$ cat src/include/cssq_pkg.sv
// Constants and types for the search step sequencer
package cssq_pkg;
   localparam int STEPS   = 8;
   localparam int CHANS   = 2;
   localparam int ENTRIES = 4;
   localparam int SEGS    = 8;
   localparam int AW      = 12;
   // Register page in addr[11:8], fixed words in page 0
   localparam logic [3:0]  PG_CTL  = 4'h0;
   localparam logic [3:0]  PG_STEP = 4'h1;
   localparam logic [3:0]  PG_MASK = 4'h2;
   localparam logic [3:0]  PG_MAP  = 4'h3;
   localparam logic [3:0]  PG_TBL  = 4'h4;
   localparam logic [7:0]  A_CTRL  = 8'h00;
   localparam logic [7:0]  A_CMD   = 8'h04;
   localparam logic [7:0]  A_STAT  = 8'h08;
   localparam logic [7:0]  A_HITS  = 8'h0c;
   localparam logic [7:0]  A_MARKS = 8'h10;
   localparam logic [7:0]  A_VALID = 8'h14;
   // Field positions
   localparam int CTRL_CH    = 0;
   localparam int CTRL_START = 1;
   localparam int CMD_PRST   = 0;
   localparam int CMD_CLR    = 1;
   localparam int CMD_PM     = 2;
   localparam int CMD_PU     = 3;
   localparam int ST_PTR     = 0;
   localparam int ST_ACT     = 3;
   localparam int ST_DONE    = 4;
   localparam int ST_HIT     = 5;
   localparam int ST_CH      = 6;
   localparam int ST_LAST    = 8;
   // Reset values
   localparam logic [5:0]  STEP_RST  = 6'h28;
   localparam logic [31:0] MASK_RST  = 32'h0000_0000;
   localparam logic [63:0] MAP_RST   = 64'h0;
   localparam logic [2:0]  START_RST = 3'h0;
   typedef struct packed {
      logic       last;
      logic       mark;
      logic       head;
      logic [2:0] seg;
   } cssq_step_type;
   typedef enum logic [1:0] {
      SQ_IDLE = 2'b00,
      SQ_RUN  = 2'b01,
      SQ_DONE = 2'b11
   } cssq_seq_type;
endpackage

$ cat src/include/cssq_srch_if.sv
// Search request and table access between sequencer and match array
`timescale 1ns/10ps
interface cssq_srch_if;
   import cssq_pkg::*;
   logic          fire;
   cssq_step_type step;
   logic [31:0]   mask;
   logic [31:0]   key;
   logic          tbl_we;
   logic [1:0]    tbl_ent;
   logic [2:0]    tbl_seg;
   logic [31:0]   tbl_wdata;
   logic          vld_we;
   logic [3:0]    vld_wdata;
   logic          clr_marks;
   logic          purge_m;
   logic          purge_u;
   logic [31:0]   tbl_rdata;
   logic [3:0]    hits;
   logic [3:0]    marks;
   logic [3:0]    valid;
   logic          grp_hit;
   modport ctl (output fire, step, mask, key, tbl_we, tbl_ent, tbl_seg,
                tbl_wdata, vld_we, vld_wdata, clr_marks, purge_m, purge_u,
                input tbl_rdata, hits, marks, valid, grp_hit);
   modport arr (input fire, step, mask, key, tbl_we, tbl_ent, tbl_seg,
                tbl_wdata, vld_we, vld_wdata, clr_marks, purge_m, purge_u,
                output tbl_rdata, hits, marks, valid, grp_hit);
endinterface

$ cat src/logic/cssq_sequencer.sv
// Search step sequencer: step tables, maps, pointer and register port
//
// What this block does and what software must set up
// RL1: Each step compares key only against its own selected segment.
// RL2: Key bits with mask bit one are excluded and always match.
// RL3: Head step hits alone; other steps AND with earlier group results.
// RL4: Software sets the head flag on the first step of every sequence.
// RL5: Head step discards earlier result; read intermediates before it.
// RL6: Marking step sets access bit of every hit entry; else bits hold.
// RL7: Access bits stay set until purge or clear-marks command.
// RL8: Software should enable marking only on the last AND-group step.
// RL9: After a last-flagged step, ignore write pulses until pointer reset.
// RL10: Software places a last flag on a reachable step.
// RL11: Two channels of eight steps and masks, each with own maps.
// RL12: Pointer starts at start number, runs steps, stops one past the last-flagged step.
// RL13: Active channel's single cut and search-start maps drive capture.
// RL14: Software marks enough search-start positions for longest sequence.
// RL15: Every search-start block is also flagged in the cut map; unchecked here, a block set only in the search-start map idles.
// RL16: Inactive channel config stays reachable through the register port.
// RL17: Segment numbers agree with table layout; avoid code seven there.
// RL18: Software should program unused step and map registers.
// RL19: Pointer reset loads start number and returns block tracking to 0.
// RL20: Sequence starts on first pulse; pointer advances per search step.
// RL21: Steps, masks and maps reset to fixed defaults.
`timescale 1ns/10ps
module cssq_sequencer
(
   // Clock and reset
   input wire logic                   clk_sys,
   input wire logic                   rst_n,
   // Register port
   input wire logic [cssq_pkg::AW-1:0] reg_addr,
   input wire logic [31:0]            reg_wdata,
   input wire logic                   reg_wr,
   input wire logic                   reg_rd,
   output logic [31:0]                reg_rdata,
   // Data source
   input wire logic                   wr_pulse,
   input wire logic [31:0]            key_in,
   input wire logic                   pointer_reset_pin_n,
   // Sequence state
   output logic                       seq_active,
   output logic                       seq_done
);
   import cssq_pkg::*;

   cssq_srch_if sif ();

   cssq_match_array u_arr
   (
      .clk_sys (clk_sys),
      .rst_n   (rst_n),
      .sif     (sif.arr)
   );

   cssq_step_type step_r   [CHANS][STEPS];
   cssq_step_type step_nxt [CHANS][STEPS];
   logic [31:0]   mask_r   [CHANS][STEPS];
   logic [31:0]   mask_nxt [CHANS][STEPS];
   logic [63:0]   cut_r    [CHANS];
   logic [63:0]   cut_nxt  [CHANS];
   logic [63:0]   ss_r     [CHANS];
   logic [63:0]   ss_nxt   [CHANS];
   logic          ch_sel_r, ch_sel_nxt;
   logic [2:0]    start_r, start_nxt;
   logic          act_ch_r, act_ch_nxt;
   logic [2:0]    ptr_r, ptr_nxt;
   logic [5:0]    blk_r, blk_nxt;
   logic [2:0]    last_r, last_nxt;
   cssq_seq_type  state_r, state_nxt;
   logic          active_r, active_nxt;
   logic [31:0]   rdata_r, rdata_nxt;

   logic [3:0]    page;
   logic [7:0]    low;
   logic          ch_a;
   logic          cmd_wr;
   logic          prst;
   logic          pulse_ok;
   logic          fire_c;
   cssq_step_type cur_step;

   assign page = reg_addr[11:8];
   assign low  = reg_addr[7:0];
   // Register port reaches both channels whatever is active
   assign ch_a = (page == PG_MAP) ? reg_addr[4] : reg_addr[5];    // [RL16]
   assign cmd_wr = reg_wr && page == PG_CTL && low == A_CMD;
   assign prst = !pointer_reset_pin_n ||
                 (cmd_wr && reg_wdata[CMD_PRST]);                 // [RL19]

   // Only the active channel's steps and maps take part in searches
   assign cur_step = step_r[act_ch_r][ptr_r];                     // [RL11]
   assign pulse_ok = wr_pulse && state_r != SQ_DONE && !prst;     // [RL9]
   assign fire_c   = pulse_ok && ss_r[act_ch_r][blk_r] &&         // [RL13]
                     cut_r[act_ch_r][blk_r];

   // Search request toward the array
   assign sif.fire      = fire_c;
   assign sif.step      = cur_step;
   assign sif.mask      = mask_r[act_ch_r][ptr_r];                // [RL2]
   assign sif.key       = key_in;
   assign sif.tbl_we    = reg_wr && page == PG_TBL && !reg_addr[7];
   assign sif.tbl_ent   = reg_addr[6:5];
   assign sif.tbl_seg   = reg_addr[4:2];
   assign sif.tbl_wdata = reg_wdata;
   assign sif.vld_we    = reg_wr && page == PG_CTL && low == A_VALID;
   assign sif.vld_wdata = reg_wdata[3:0];
   assign sif.clr_marks = cmd_wr && reg_wdata[CMD_CLR];          // [RL7]
   assign sif.purge_m   = cmd_wr && reg_wdata[CMD_PM];
   assign sif.purge_u   = cmd_wr && reg_wdata[CMD_PU];

   // Configuration writes
   always_comb
   begin
      step_nxt   = step_r;
      mask_nxt   = mask_r;
      cut_nxt    = cut_r;
      ss_nxt     = ss_r;
      ch_sel_nxt = ch_sel_r;
      start_nxt  = start_r;
      if (reg_wr)
      begin
         case (page)
            PG_CTL:
            begin
               if (low == A_CTRL)
               begin
                  ch_sel_nxt = reg_wdata[CTRL_CH];
                  start_nxt  = reg_wdata[CTRL_START +: 3];
               end
            end
            PG_STEP:
               step_nxt[ch_a][reg_addr[4:2]] = reg_wdata[5:0];
            PG_MASK:
               mask_nxt[ch_a][reg_addr[4:2]] = reg_wdata;
            PG_MAP:
            begin
               case (reg_addr[3:2])
                  2'h0: cut_nxt[ch_a][31:0]  = reg_wdata;
                  2'h1: cut_nxt[ch_a][63:32] = reg_wdata;
                  2'h2: ss_nxt[ch_a][31:0]   = reg_wdata;
                  default: ss_nxt[ch_a][63:32] = reg_wdata;
               endcase
            end
            default:
            begin
            end
         endcase
      end
   end

   always_ff @(posedge clk_sys or negedge rst_n)
   begin
      if (!rst_n)
      begin
         step_r   <= '{default: STEP_RST};                        // [RL21]
         mask_r   <= '{default: MASK_RST};                        // [RL21]
         cut_r    <= '{default: MAP_RST};                         // [RL21]
         ss_r     <= '{default: MAP_RST};                         // [RL21]
         ch_sel_r <= 1'b0;
         start_r  <= START_RST;
      end
      else
      begin
         step_r   <= step_nxt;
         mask_r   <= mask_nxt;
         cut_r    <= cut_nxt;
         ss_r     <= ss_nxt;
         ch_sel_r <= ch_sel_nxt;
         start_r  <= start_nxt;
      end
   end

   // Sequence pointer and block tracking
   always_comb
   begin
      state_nxt  = state_r;
      ptr_nxt    = ptr_r;
      blk_nxt    = blk_r;
      last_nxt   = last_r;
      act_ch_nxt = act_ch_r;
      if (prst)
      begin
         // Channel and start take effect only here, never mid-sequence
         state_nxt  = SQ_IDLE;
         ptr_nxt    = start_r;                                    // [RL19]
         blk_nxt    = 6'h00;                                      // [RL19]
         act_ch_nxt = ch_sel_r;
      end
      else if (pulse_ok)
      begin
         state_nxt = SQ_RUN;                                      // [RL20]
         blk_nxt   = blk_r + 6'h01;
         if (fire_c)
         begin
            ptr_nxt  = ptr_r + 3'h1;                              // [RL20]
            last_nxt = ptr_r;
            if (cur_step.last)
               state_nxt = SQ_DONE;                               // [RL9] [RL12]
         end
      end
      active_nxt = (state_nxt == SQ_RUN);
   end

   always_ff @(posedge clk_sys or negedge rst_n)
   begin
      if (!rst_n)
      begin
         state_r  <= SQ_IDLE;
         ptr_r    <= START_RST;
         blk_r    <= 6'h00;
         last_r   <= 3'h0;
         act_ch_r <= 1'b0;
         active_r <= 1'b0;
      end
      else
      begin
         state_r  <= state_nxt;
         ptr_r    <= ptr_nxt;
         blk_r    <= blk_nxt;
         last_r   <= last_nxt;
         act_ch_r <= act_ch_nxt;
         active_r <= active_nxt;
      end
   end

   // Read data stand only in the cycle after the strobe
   always_comb
   begin
      rdata_nxt = 32'h0;
      if (reg_rd)
      begin
         case (page)
            PG_CTL:
            begin
               case (low)
                  A_CTRL:
                  begin
                     rdata_nxt[CTRL_CH]         = ch_sel_r;
                     rdata_nxt[CTRL_START +: 3] = start_r;
                  end
                  A_STAT:
                  begin
                     rdata_nxt[ST_PTR +: 3]  = ptr_r;
                     rdata_nxt[ST_ACT]       = active_r;
                     rdata_nxt[ST_DONE]      = state_r == SQ_DONE;
                     rdata_nxt[ST_HIT]       = sif.grp_hit;
                     rdata_nxt[ST_CH]        = act_ch_r;
                     rdata_nxt[ST_LAST +: 3] = last_r;
                  end
                  A_HITS:  rdata_nxt[3:0] = sif.hits;
                  A_MARKS: rdata_nxt[3:0] = sif.marks;
                  A_VALID: rdata_nxt[3:0] = sif.valid;
                  default: rdata_nxt = 32'h0;
               endcase
            end
            PG_STEP:
               rdata_nxt[5:0] = step_r[ch_a][reg_addr[4:2]];
            PG_MASK:
               rdata_nxt = mask_r[ch_a][reg_addr[4:2]];
            PG_MAP:
            begin
               case (reg_addr[3:2])
                  2'h0: rdata_nxt = cut_r[ch_a][31:0];
                  2'h1: rdata_nxt = cut_r[ch_a][63:32];
                  2'h2: rdata_nxt = ss_r[ch_a][31:0];
                  default: rdata_nxt = ss_r[ch_a][63:32];
               endcase
            end
            PG_TBL:
               rdata_nxt = reg_addr[7] ? 32'h0 : sif.tbl_rdata;
            default: rdata_nxt = 32'h0;
         endcase
      end
   end

   always_ff @(posedge clk_sys or negedge rst_n)
   begin
      if (!rst_n)
         rdata_r <= 32'h0;
      else
         rdata_r <= rdata_nxt;
   end

   assign reg_rdata  = rdata_r;
   assign seq_active = active_r;
   assign seq_done   = state_r[1];
endmodule

$ cat src/logic/cssq_match_array.sv
// Entry table, per-entry compare, AND accumulation and access marks
`timescale 1ns/10ps
module cssq_match_array
(
   // Clock and reset
   input wire logic   clk_sys,
   input wire logic   rst_n,
   // Sequencer side
   cssq_srch_if.arr   sif
);
   import cssq_pkg::*;

   logic [31:0]        tbl_r   [ENTRIES][SEGS];
   logic [31:0]        tbl_nxt [ENTRIES][SEGS];
   logic [ENTRIES-1:0] valid_r, valid_nxt;
   logic [ENTRIES-1:0] marks_r, marks_nxt;
   logic [ENTRIES-1:0] acc_r, acc_nxt;
   logic [ENTRIES-1:0] hit_now;
   logic               grp_r, grp_nxt;

   // Masked bits never mismatch; only the step's segment is compared
   for (genvar e = 0; e < ENTRIES; e++)
   begin : g_ent
      assign hit_now[e] = valid_r[e] &                           // [RL1]
         (((tbl_r[e][sif.step.seg] ^ sif.key) & ~sif.mask) == 32'h0); // [RL2]
   end

   always_comb
   begin
      tbl_nxt   = tbl_r;
      valid_nxt = valid_r;
      marks_nxt = marks_r;
      acc_nxt   = acc_r;
      grp_nxt   = grp_r;
      if (sif.tbl_we)
         tbl_nxt[sif.tbl_ent][sif.tbl_seg] = sif.tbl_wdata;
      if (sif.vld_we)
         valid_nxt = sif.vld_wdata;
      // Purges also wipe the marks; searches never clear them
      if (sif.purge_m)
      begin
         valid_nxt = valid_nxt & ~marks_r;
         marks_nxt = '0;                                          // [RL7]
      end
      if (sif.purge_u)
      begin
         valid_nxt = valid_nxt & marks_r;
         marks_nxt = '0;                                          // [RL7]
      end
      if (sif.clr_marks)
         marks_nxt = '0;                                          // [RL7]
      if (sif.fire)
      begin
         // A head step drops the earlier group result
         acc_nxt = sif.step.head ? hit_now : (acc_r & hit_now);   // [RL3] [RL5]
         grp_nxt = |acc_nxt;
         // Applied after the clears so a same-cycle set wins
         if (sif.step.mark)
            marks_nxt = marks_nxt | acc_nxt;                      // [RL6]
      end
   end

   always_ff @(posedge clk_sys or negedge rst_n)
   begin
      if (!rst_n)
      begin
         tbl_r   <= '{default: '0};
         valid_r <= '0;
         marks_r <= '0;
         acc_r   <= '0;
         grp_r   <= 1'b0;
      end
      else
      begin
         tbl_r   <= tbl_nxt;
         valid_r <= valid_nxt;
         marks_r <= marks_nxt;
         acc_r   <= acc_nxt;
         grp_r   <= grp_nxt;
      end
   end

   assign sif.tbl_rdata = tbl_r[sif.tbl_ent][sif.tbl_seg];
   assign sif.hits      = acc_r;
   assign sif.marks     = marks_r;
   assign sif.valid     = valid_r;
   assign sif.grp_hit   = grp_r;
endmodule

$ cat config.mk
export PLATFORM = sky130hd
export DESIGN_NAME = cssq_sequencer
export DESIGN_NICKNAME = d
export VERILOG_FILES = /design/src/include/cssq_pkg.sv /design/src/include/cssq_srch_if.sv /design/src/logic/cssq_sequencer.sv /design/src/logic/cssq_match_array.sv
export SDC_FILE = /design/constraint.sdc
export NUM_CORES = 2
export LEC_CHECK = 0
export BUFFER_PORTS_ARGS = -buffer_cell sky130_fd_sc_hd__buf_4
export CORE_ASPECT_RATIO = 0.9
export CORE_MARGIN = 3
export CORE_UTILIZATION = 40
export CTS_BUF_LIST = sky130_fd_sc_hd__clkbuf_8
export CTS_CLUSTER_SIZE = 12
export DETAILED_ROUTE_END_ITERATION = 10
export GPL_ROUTABILITY_DRIVEN = 0
export PLACE_DENSITY = 0.59
export SLEW_MARGIN = 20
export SYNTH_ARGS = -nofsm -noshare
export SYNTH_HDL_FRONTEND = slang
export SYNTH_SLANG_ARGS = --single-unit
export TNS_END_PERCENT = 20
$ cat constraint.sdc
create_clock -name clk_sys -period 4.5 [get_ports clk_sys]
set_input_delay 0.45 -clock clk_sys [delete_from_list [all_inputs] [get_ports clk_sys]]
set_output_delay 0.45 -clock clk_sys [all_outputs]
set_load 0.1 [all_outputs]
Word-level counts from Yosys, hierarchy flattened
Cells that the tools add are included.

storage, ports and cells
  register bits after elaboration = 1953
  bits of input ports = 82
  output and inout bits = 34
  logic and storage cells = 328

operators by class
  $add $sub $neg = 2
  order comparisons = 10
  equal/unequal tests = 14
  mux-type cells = 108
  bitwise operators = 26
  reduce and logical (&&, ||, !) cells = 39

operator list
  kind                                      count
  two-way mux 256 bit                       10
  bitwise mux 1024 bit                      1
  two-way mux 64 bit                        13
  binary-select mux 32 bit (select 3 bit)   7
  two-way mux 32 bit                        18
  binary-select mux 256 bit (select 2 bit)  1
  bitwise mux 128 bit                       4
  bitwise mux 512 bit                       1
  demux 256 bit (select 2 bit)              1
  case mux 128 bit (2 select lines)         2
  two-way mux 48 bit                        7
  demux 256 bit (select 1 bit)              1
  AND 32 bit                                4
  demux 64 bit (select 1 bit)               2
  zero test 32 bit                          4
  XOR 32 bit                                4
  case mux 26 bit (4 select lines)          1
  bitwise mux 96 bit                        1
  demux 32 bit (select 3 bit)               1
  case mux 32 bit (3 select lines)          1
  demux 48 bit (select 1 bit)               1
  two-way mux 6 bit                         7
  binary-select mux 6 bit (select 3 bit)    2
  two-way mux 4 bit                         9
  45 further kinds                          96

Depth between registers and ports, before layout
  depth after elaboration = 20
  depth in mapped cells = 19
  depth with buffers taken out = 12

By module
Synthesis repeated with hierarchy kept, for this count alone.

unflattened totals
  cells, all modules = 7744
  area, all modules = 103693.2 µm²

modules (own cells, without submodules)
  module            times used  cells each  area an instance (µm²)  seq. area each (µm²)
  cssq_match_array  1           3699        55829.8                 25949.9
  cssq_sequencer    1           4045        47863.4                 22922.0

Least setup slack after synthesis
Ideal clock, no wire load.

  path type = register to register
  start point = register ptr_r[0]
  end point = register u_arr.grp_r (netlist: u_arr.sif.grp_hit)
  setup time = 0.064 ns
  arrival time = 3.617 ns
  required time = 4.436 ns
  path slack = 0.819 ns
  cell stages (with the launch flop) = 16
  buffers on the path = 4
  clock period less this slack = 3.681 ns
  path through = dfrtp_1 buf_6 mux4_2 mux4_2 buf_2 buf_6 nor2_2 clkbuf_1 nand3_1 nand3_1 mux2i_1 nand4_1 a2111oi_0 nand4_1 nand4_1 mux2_2

between the ends
  word-level cells in the longest chain between the ends = 15
  elaborated cells on any way between the ends = 40
  classes of those cells = mux (19); bitwise (16); reduce/logical (5)

ends and longest elaborated chain
  what                                                   RTL line                                     source
  start: declaration                                     cssq_sequencer.sv:67                         logic [2:0] ptr_r, ptr_nxt;
  start signal: assignment                               cssq_sequencer.sv:219                        ptr_r <= ptr_nxt;
  inverter 3 -> 4 bit (not written as such) *            cssq_sequencer.sv:92, cssq_sequencer.sv:100
  binary-select mux 6 bit (select 3 bit)                 cssq_sequencer.sv:92                         assign cur_step = step_r[act_ch_r][ptr_r];
  two-way mux 6 bit (not written as such) (2 in a row)   cssq_sequencer.sv:92
  inverter 3 -> 4 bit (not written as such)              cssq_match_array.sv:25                       (((tbl_r[e][sif.step.seg] ^ sif.key) & ~sif.mask) == 32'h0);
  binary-select mux 32 bit (select 3 bit)                cssq_match_array.sv:25
  two-way mux 32 bit (not written as such) (2 in a row)  cssq_match_array.sv:25
  XOR 32 bit                                             cssq_match_array.sv:25
  AND 32 bit                                             cssq_match_array.sv:25
  zero test 32 bit                                       cssq_match_array.sv:25
  AND 1 bit                                              cssq_match_array.sv:24                       assign hit_now[e] = valid_r[e] &
  AND 4 bit                                              cssq_match_array.sv:55                       acc_nxt = sif.step.head ? hit_now : (acc_r & hit_now);
  two-way mux 4 bit *                                    cssq_match_array.sv:55
  OR reduction 4 bit *                                   cssq_match_array.sv:56                       grp_nxt = |acc_nxt;
  end signal: assignment                                 cssq_match_array.sv:79                       grp_r <= grp_nxt;
  end: declaration                                       cssq_match_array.sv:19                       logic grp_r, grp_nxt;

Every way passes the cells marked *; elsewhere a longest branch is shown, timed or not. The select of a mux whose other input is x is not followed.
A chain may end at the register's enable or synchronous reset.

Worst setup path in the final report
  start point = register ptr_r[0]
  end point = register u_arr.marks_r[0] (netlist: u_arr.sif.marks[0])

between the ends
  word-level cells in the longest chain between the ends = 17
  elaborated cells on any way between the ends = 21
  classes of those cells = mux (12); bitwise (8); reduce/logical (1)

ends and longest elaborated chain
  what                                                   RTL line                                     source
  inverter 3 -> 4 bit (not written as such) *            cssq_sequencer.sv:92, cssq_sequencer.sv:100
  binary-select mux 6 bit (select 3 bit)                 cssq_sequencer.sv:92
  two-way mux 6 bit (not written as such) (2 in a row)   cssq_sequencer.sv:92
  inverter 3 -> 4 bit (not written as such)              cssq_match_array.sv:25
  binary-select mux 32 bit (select 3 bit)                cssq_match_array.sv:25
  two-way mux 32 bit (not written as such) (2 in a row)  cssq_match_array.sv:25
  XOR 32 bit                                             cssq_match_array.sv:25
  AND 32 bit                                             cssq_match_array.sv:25
  zero test 32 bit                                       cssq_match_array.sv:25
  AND 1 bit                                              cssq_match_array.sv:24
  AND 4 bit                                              cssq_match_array.sv:55
  two-way mux 4 bit                                      cssq_match_array.sv:55
  bitwise OR 4 bit                                       cssq_match_array.sv:59                       marks_nxt = marks_nxt | acc_nxt;
  two-way mux 4 bit *                                    cssq_match_array.sv:58                       if (sif.step.mark)
  two-way mux 4 bit *                                    cssq_match_array.sv:52                       if (sif.fire)
  net u_arr.marks_nxt[0]                                 cssq_match_array.sv:16                       logic [ENTRIES-1:0] marks_r, marks_nxt;
  end signal: assignment                                 cssq_match_array.sv:77                       marks_r <= marks_nxt;
  end: declaration                                       cssq_match_array.sv:16

The timed path passes the listed nets; every way through them passes the cells marked *. The select of a mux whose other input is x is not followed.

==> Implementation_results.wiki <==
{| class="wikitable"
! Metric !! Value
|-
| Number of nets in the layout || between 8000 and 9000
|-
| Critical Path Slowest Stage Cell || mux4_4
|-
| Largest fanout of any net on the critical path || 20
|-
| Worst Hold Path EP || u_arr.tbl_r[784]
|-
| Global-route wire length before repair || around 570000 microns
|-
| Hold path startpoint || reg_wdata[16]
|-
| Worst endpoint required time || between 5 and 6 ns
|-
| Hold depth || 2
|-
| Count of pins over their slew limit || 0
|-
| Lkg Pwr || ~0.054 uW
|-
| Final Cycle Share || 100%
|-
| Worst setup skew after layout || around 0.076 ns
|-
| Worst r2r src || ptr_r[0]
|-
| Worst-Skew Late Latency || around 1.1 ns
|-
| Share of the synthesized netlist area taken by xor and xnor gates || less than 1%
|-
| Final routed wirelength across all metal layers || 399000 microns
|-
| Floorplan Core Area || between 200000 and 300000 sq um
|-
| CTS Buffer Depth || 4
|-
| Type of destination of the critical path || flip-flop
|-
| Unrepaired setup endpoints after global routing || yes
|-
| Port-buffer cells || ~120
|-
| Number of maximum-capacitance violations || 0
|-
| Final WS setup || -0.00596 ns
|-
| Capture point of the worst reg-to-reg path || u_arr.sif.marks[0]
|-
| Crit path arrival time || 5.50 ns
|-
| Detailed-route DRC error count || 0
|-
| Crit path launch type || flip-flop
|-
| Per-instance average area after synthesis || roughly 12 sq um
|-
| Most used cell, CP || mux4_2
|-
| FF-to-FF path depth || 11
|-
| Number of synthesized register bits || 1953
|-
| Critical-path cell list || mux4_2 -> mux4_4 -> buf_12 -> buf_4 -> mux4_2 -> xor2_1 -> o21ai_1 -> o2111ai_1 -> nor4_2 -> nand4_1 -> o21ai_0
|-
| Kind of critical path || flip-flop to flip-flop
|-
| Mapped Area || ~100000 sq um
|-
| Hold Vio Cnt, Final || 0
|-
| Maximum frequency from static timing analysis || 0.222 GHz
|-
| Number of endpoints failing setup at the final stage || 1
|-
| Post-detail-place hpwl || between 200000 and 300000 microns
|-
| Maximum number of pins on one net before global-route repair || about 160
|-
| Post-synthesis compound-gate area fraction || approximately 3.2%
|-
| Antenna violation net count after detailed routing || 0
|-
| Standard-cell rows || about 180
|-
| Total routing resource utilization after global routing || between 20% and 30%
|-
| Number of global-route vias before repair || approximately 80000
|-
| Share of the yosys chip area belonging to registers || a little under half
|-
| Number of clock buffers inserted by TritonCTS || between 300 and 400
|-
| Final routed wire length divided by cell count || approximately 32 microns
|-
| I/O pin total || around 120
|-
| Number of enable flip-flop cells after synthesis || 0
|-
| Synth Area in Simple Gates || 10.3%
|-
| Adder-cell share of the synthesized area || less than 1%
|-
| Result of the run || finished, violations left
|-
| Via count || roughly 80000
|-
| Post-synthesis cell type count || 61
|-
| First-pass iteration count of the detailed router || 8
|-
| Gate count after technology mapping || ~8700
|-
| Overflow after GRT || 0
|-
| Share of final-layout standard cells stronger than drive strength 1 || 41.1%
|-
| Slew Limit Headroom || 20.7%
|-
| Synth warn || 0
|-
| Synth async-reset ratio || 100%
|-
| Delay contributed by the slowest stage of the critical path || around 0.64 ns
|-
| Worst Max-Slew Pin Slew || roughly 1.2 ns
|-
| Worst reg2reg setup slack || -0.006 ns
|-
| Antenna violations before repair || 17
|-
| Initial core utilization || around 40%
|-
| Maximum level of the CTS H-tree || 5
|-
| Final critical-path required period || between 4 and 5 ns
|-
| Main combinational cell family by area after synthesis || multiplexers
|-
| Violations in the final reports || setup timing
|-
| Main flop type after synthesis || dfrtp_1
|-
| Worst ir drop on vdd || ~0.23 mV
|-
| Clock tree from TritonCTS || yes
|-
| Vias per Instance || around 6.3
|-
| Total power density per cell area || roughly 340 nW/um^2
|-
| Iteration-0 DRC Markers || about 9700
|-
| Filler cell count || approximately 23000
|-
| Overall die area || about 270000 sq um
|-
| Master cell of the clock root buffer || clkbuf_8
|-
| Clock input transition at the sequential cells of the worst setup and hold paths || approximately 0.06 ns
|-
| Relative area change from synthesis to final layout || 15.2%
|-
| Utilization of the core after routing || between 40% and 50%
|-
| DIE HEIGHT || roughly 500 microns
|-
| Multiplexer area fraction after synthesis || between 30% and 40%
|-
| Hold Path Class || input port to flip-flop
|-
| Die outline width || approximately 550 microns
|-
| Clock Sinks || just under 2000
|-
| Synthesized Nets || a little under 9000
|-
| Total negative setup slack || -0.00596 ns
|}
report_power, final:
group	leakage (uW)	switching, uW	internal, uW	total [uW]
clock	0.00415	7820	9480	17300
combinational	0.0232	2780	1690	4470
sequential	0.0270	498	18200	18700
total	0.0544	11100	29300	40400
synthesized netlist by cell type, drive strengths merged (39+ instances only):
library cell | count | area (sq um)
nor3 | 39 | 195
buf | 262 | 1190
a21oi | 97 | 485
dfrtp | 1953 | 48900
mux4 | 556 | 12500
nor2 | 238 | 898
o21ai | 174 | 871
a221oi | 40 | 350
a32oi | 78 | 683
nand2 | 1367 | 5130
mux2 | 1931 | 21700
clkbuf | 575 | 2160
mux2i | 351 | 3510
nand3 | 601 | 3010
nand4 | 150 | 938
final cells by class:
cell class	instances	area, sq um	share of cell area (%)
clock buffer	468	6440	5.34
multi-input combinational	5898	53200	44.1
antenna	16	40.0	0.0332
timing repair buffer	677	6880	5.71
clock inverter	154	753	0.624
inverter	6	22.5	0.0187
sequential	1953	48900	40.5
tap	3490	4370	3.62
how the worst max path moves through the flow:
stage              from                 end  slack [ns]  depth (start not counted)
2_1_floorplan  ptr_r[0]   u_arr.sif.grp_hit        0.82                         15
3_3_place_gp   ptr_r[0]   u_arr.sif.grp_hit       -0.30                         18
3_5_place_dp   ptr_r[0]   u_arr.sif.grp_hit       -0.33                         18
4_1_cts        act_ch_r   u_arr.sif.grp_hit       0.006                         15
5_1_grt        ptr_r[0]   u_arr.sif.grp_hit       -0.03                         18
6_report       ptr_r[0]  u_arr.sif.marks[0]      -0.006                         11
worst max-delay path, delay by kind of cell (launching register included):
kind / cells / cell delay [ns]
mux: 3 / 1.67
simple gates: 2 / 0.47
compound gates: 3 / 1.07
buf+inv: 2 / 0.46
xor+xnor: 1 / 0.17
flops: 1 / 0.50
stage by stage:
step / std cells / power (uW) / instance area, sq um / setup slack (ns) / hold slack [ns]
final: 12700 / 40400 / 121000 / -0.00596 / 0.0761
after global routing: 12700 / 41800 / 121000 / -0.0256 / 0.0551
after detailed placement: 12000 / 23200 / 112000 / -0.325 / 0.482
after CTS: 12600 / 40500 / 120000 / 0.00647 / 0.00249
after global placement: 12000 / 23100 / 112000 / -0.302 / 0.472
after floorplan: 8694 / 21200 / 105000 / 0.819 / 0.154
state kept, by name, summed over array words and instances, names as in the netlist, 4 cells and up:
signal and count:
u_arr.sif.valid 4, reg_rdata 32, blk_r 6, u_arr.sif.hits 4
u_arr.sif.marks 4, ss_r 128, step_r 96, u_arr.tbl_r 1024
mask_r 512, cut_r 128
per-layer routing:
metal / share of wire, % / global-route usage, %
met1: 40 / 39.3
met2: 43 / 42.4
met3: 11 / 8.34
met4: 5.9 / 14.6
met5: 0.010 / 0
layout by cell type, fill, tap and decap left out, types with 11 or more instances in the layout:
master,netlist,final
a32oi_1,78,74
nand3_2,0,11
nand2_2,1,13
o221ai_1,26,26
dfrtp_1,1953,1948
clkbuf_8,0,469
o21ai_0,171,166
xor2_1,28,25
nand2_1,1366,1347
nor2_4,0,24
buf_4,3,498
nor3_1,39,27
inv_1,5,116
xnor2_1,30,30
nor2b_1,29,27
buf_12,0,118
dlygate4sd3_1,0,35
nand3_1,601,584
nand4_1,150,150
clkinv_2,0,32
mux2_2,1931,1925
nor2_1,236,213
mux2i_1,351,340
nor3_2,0,12
and3_1,13,13
a221oi_1,40,39
diode_2,0,16
mux4_2,556,555
a31oi_1,19,19
o22ai_1,26,25
a21oi_1,97,96
what timing repair did:
item                                    4_1_cts  5_1_grt
endpoints found under the setup margin        9        8
hold buffers                                 35        0
cloned                                        1        3
gates resized for setup                      35       47
setup buffers                                 7       20
pin swaps                                     6       26
hold endpoints to repair                   1526        0
cell families after synthesis:
family / after synthesis
xor gates and xnor gates: 58
and+or+nand+nor: 2489
AOI/OAI and AO/OA: 511
muxes: 2838
buffers and inverters: 843
DFF: 1953
adders and majority gates: 2
Power figures use the tool's default switching activity.
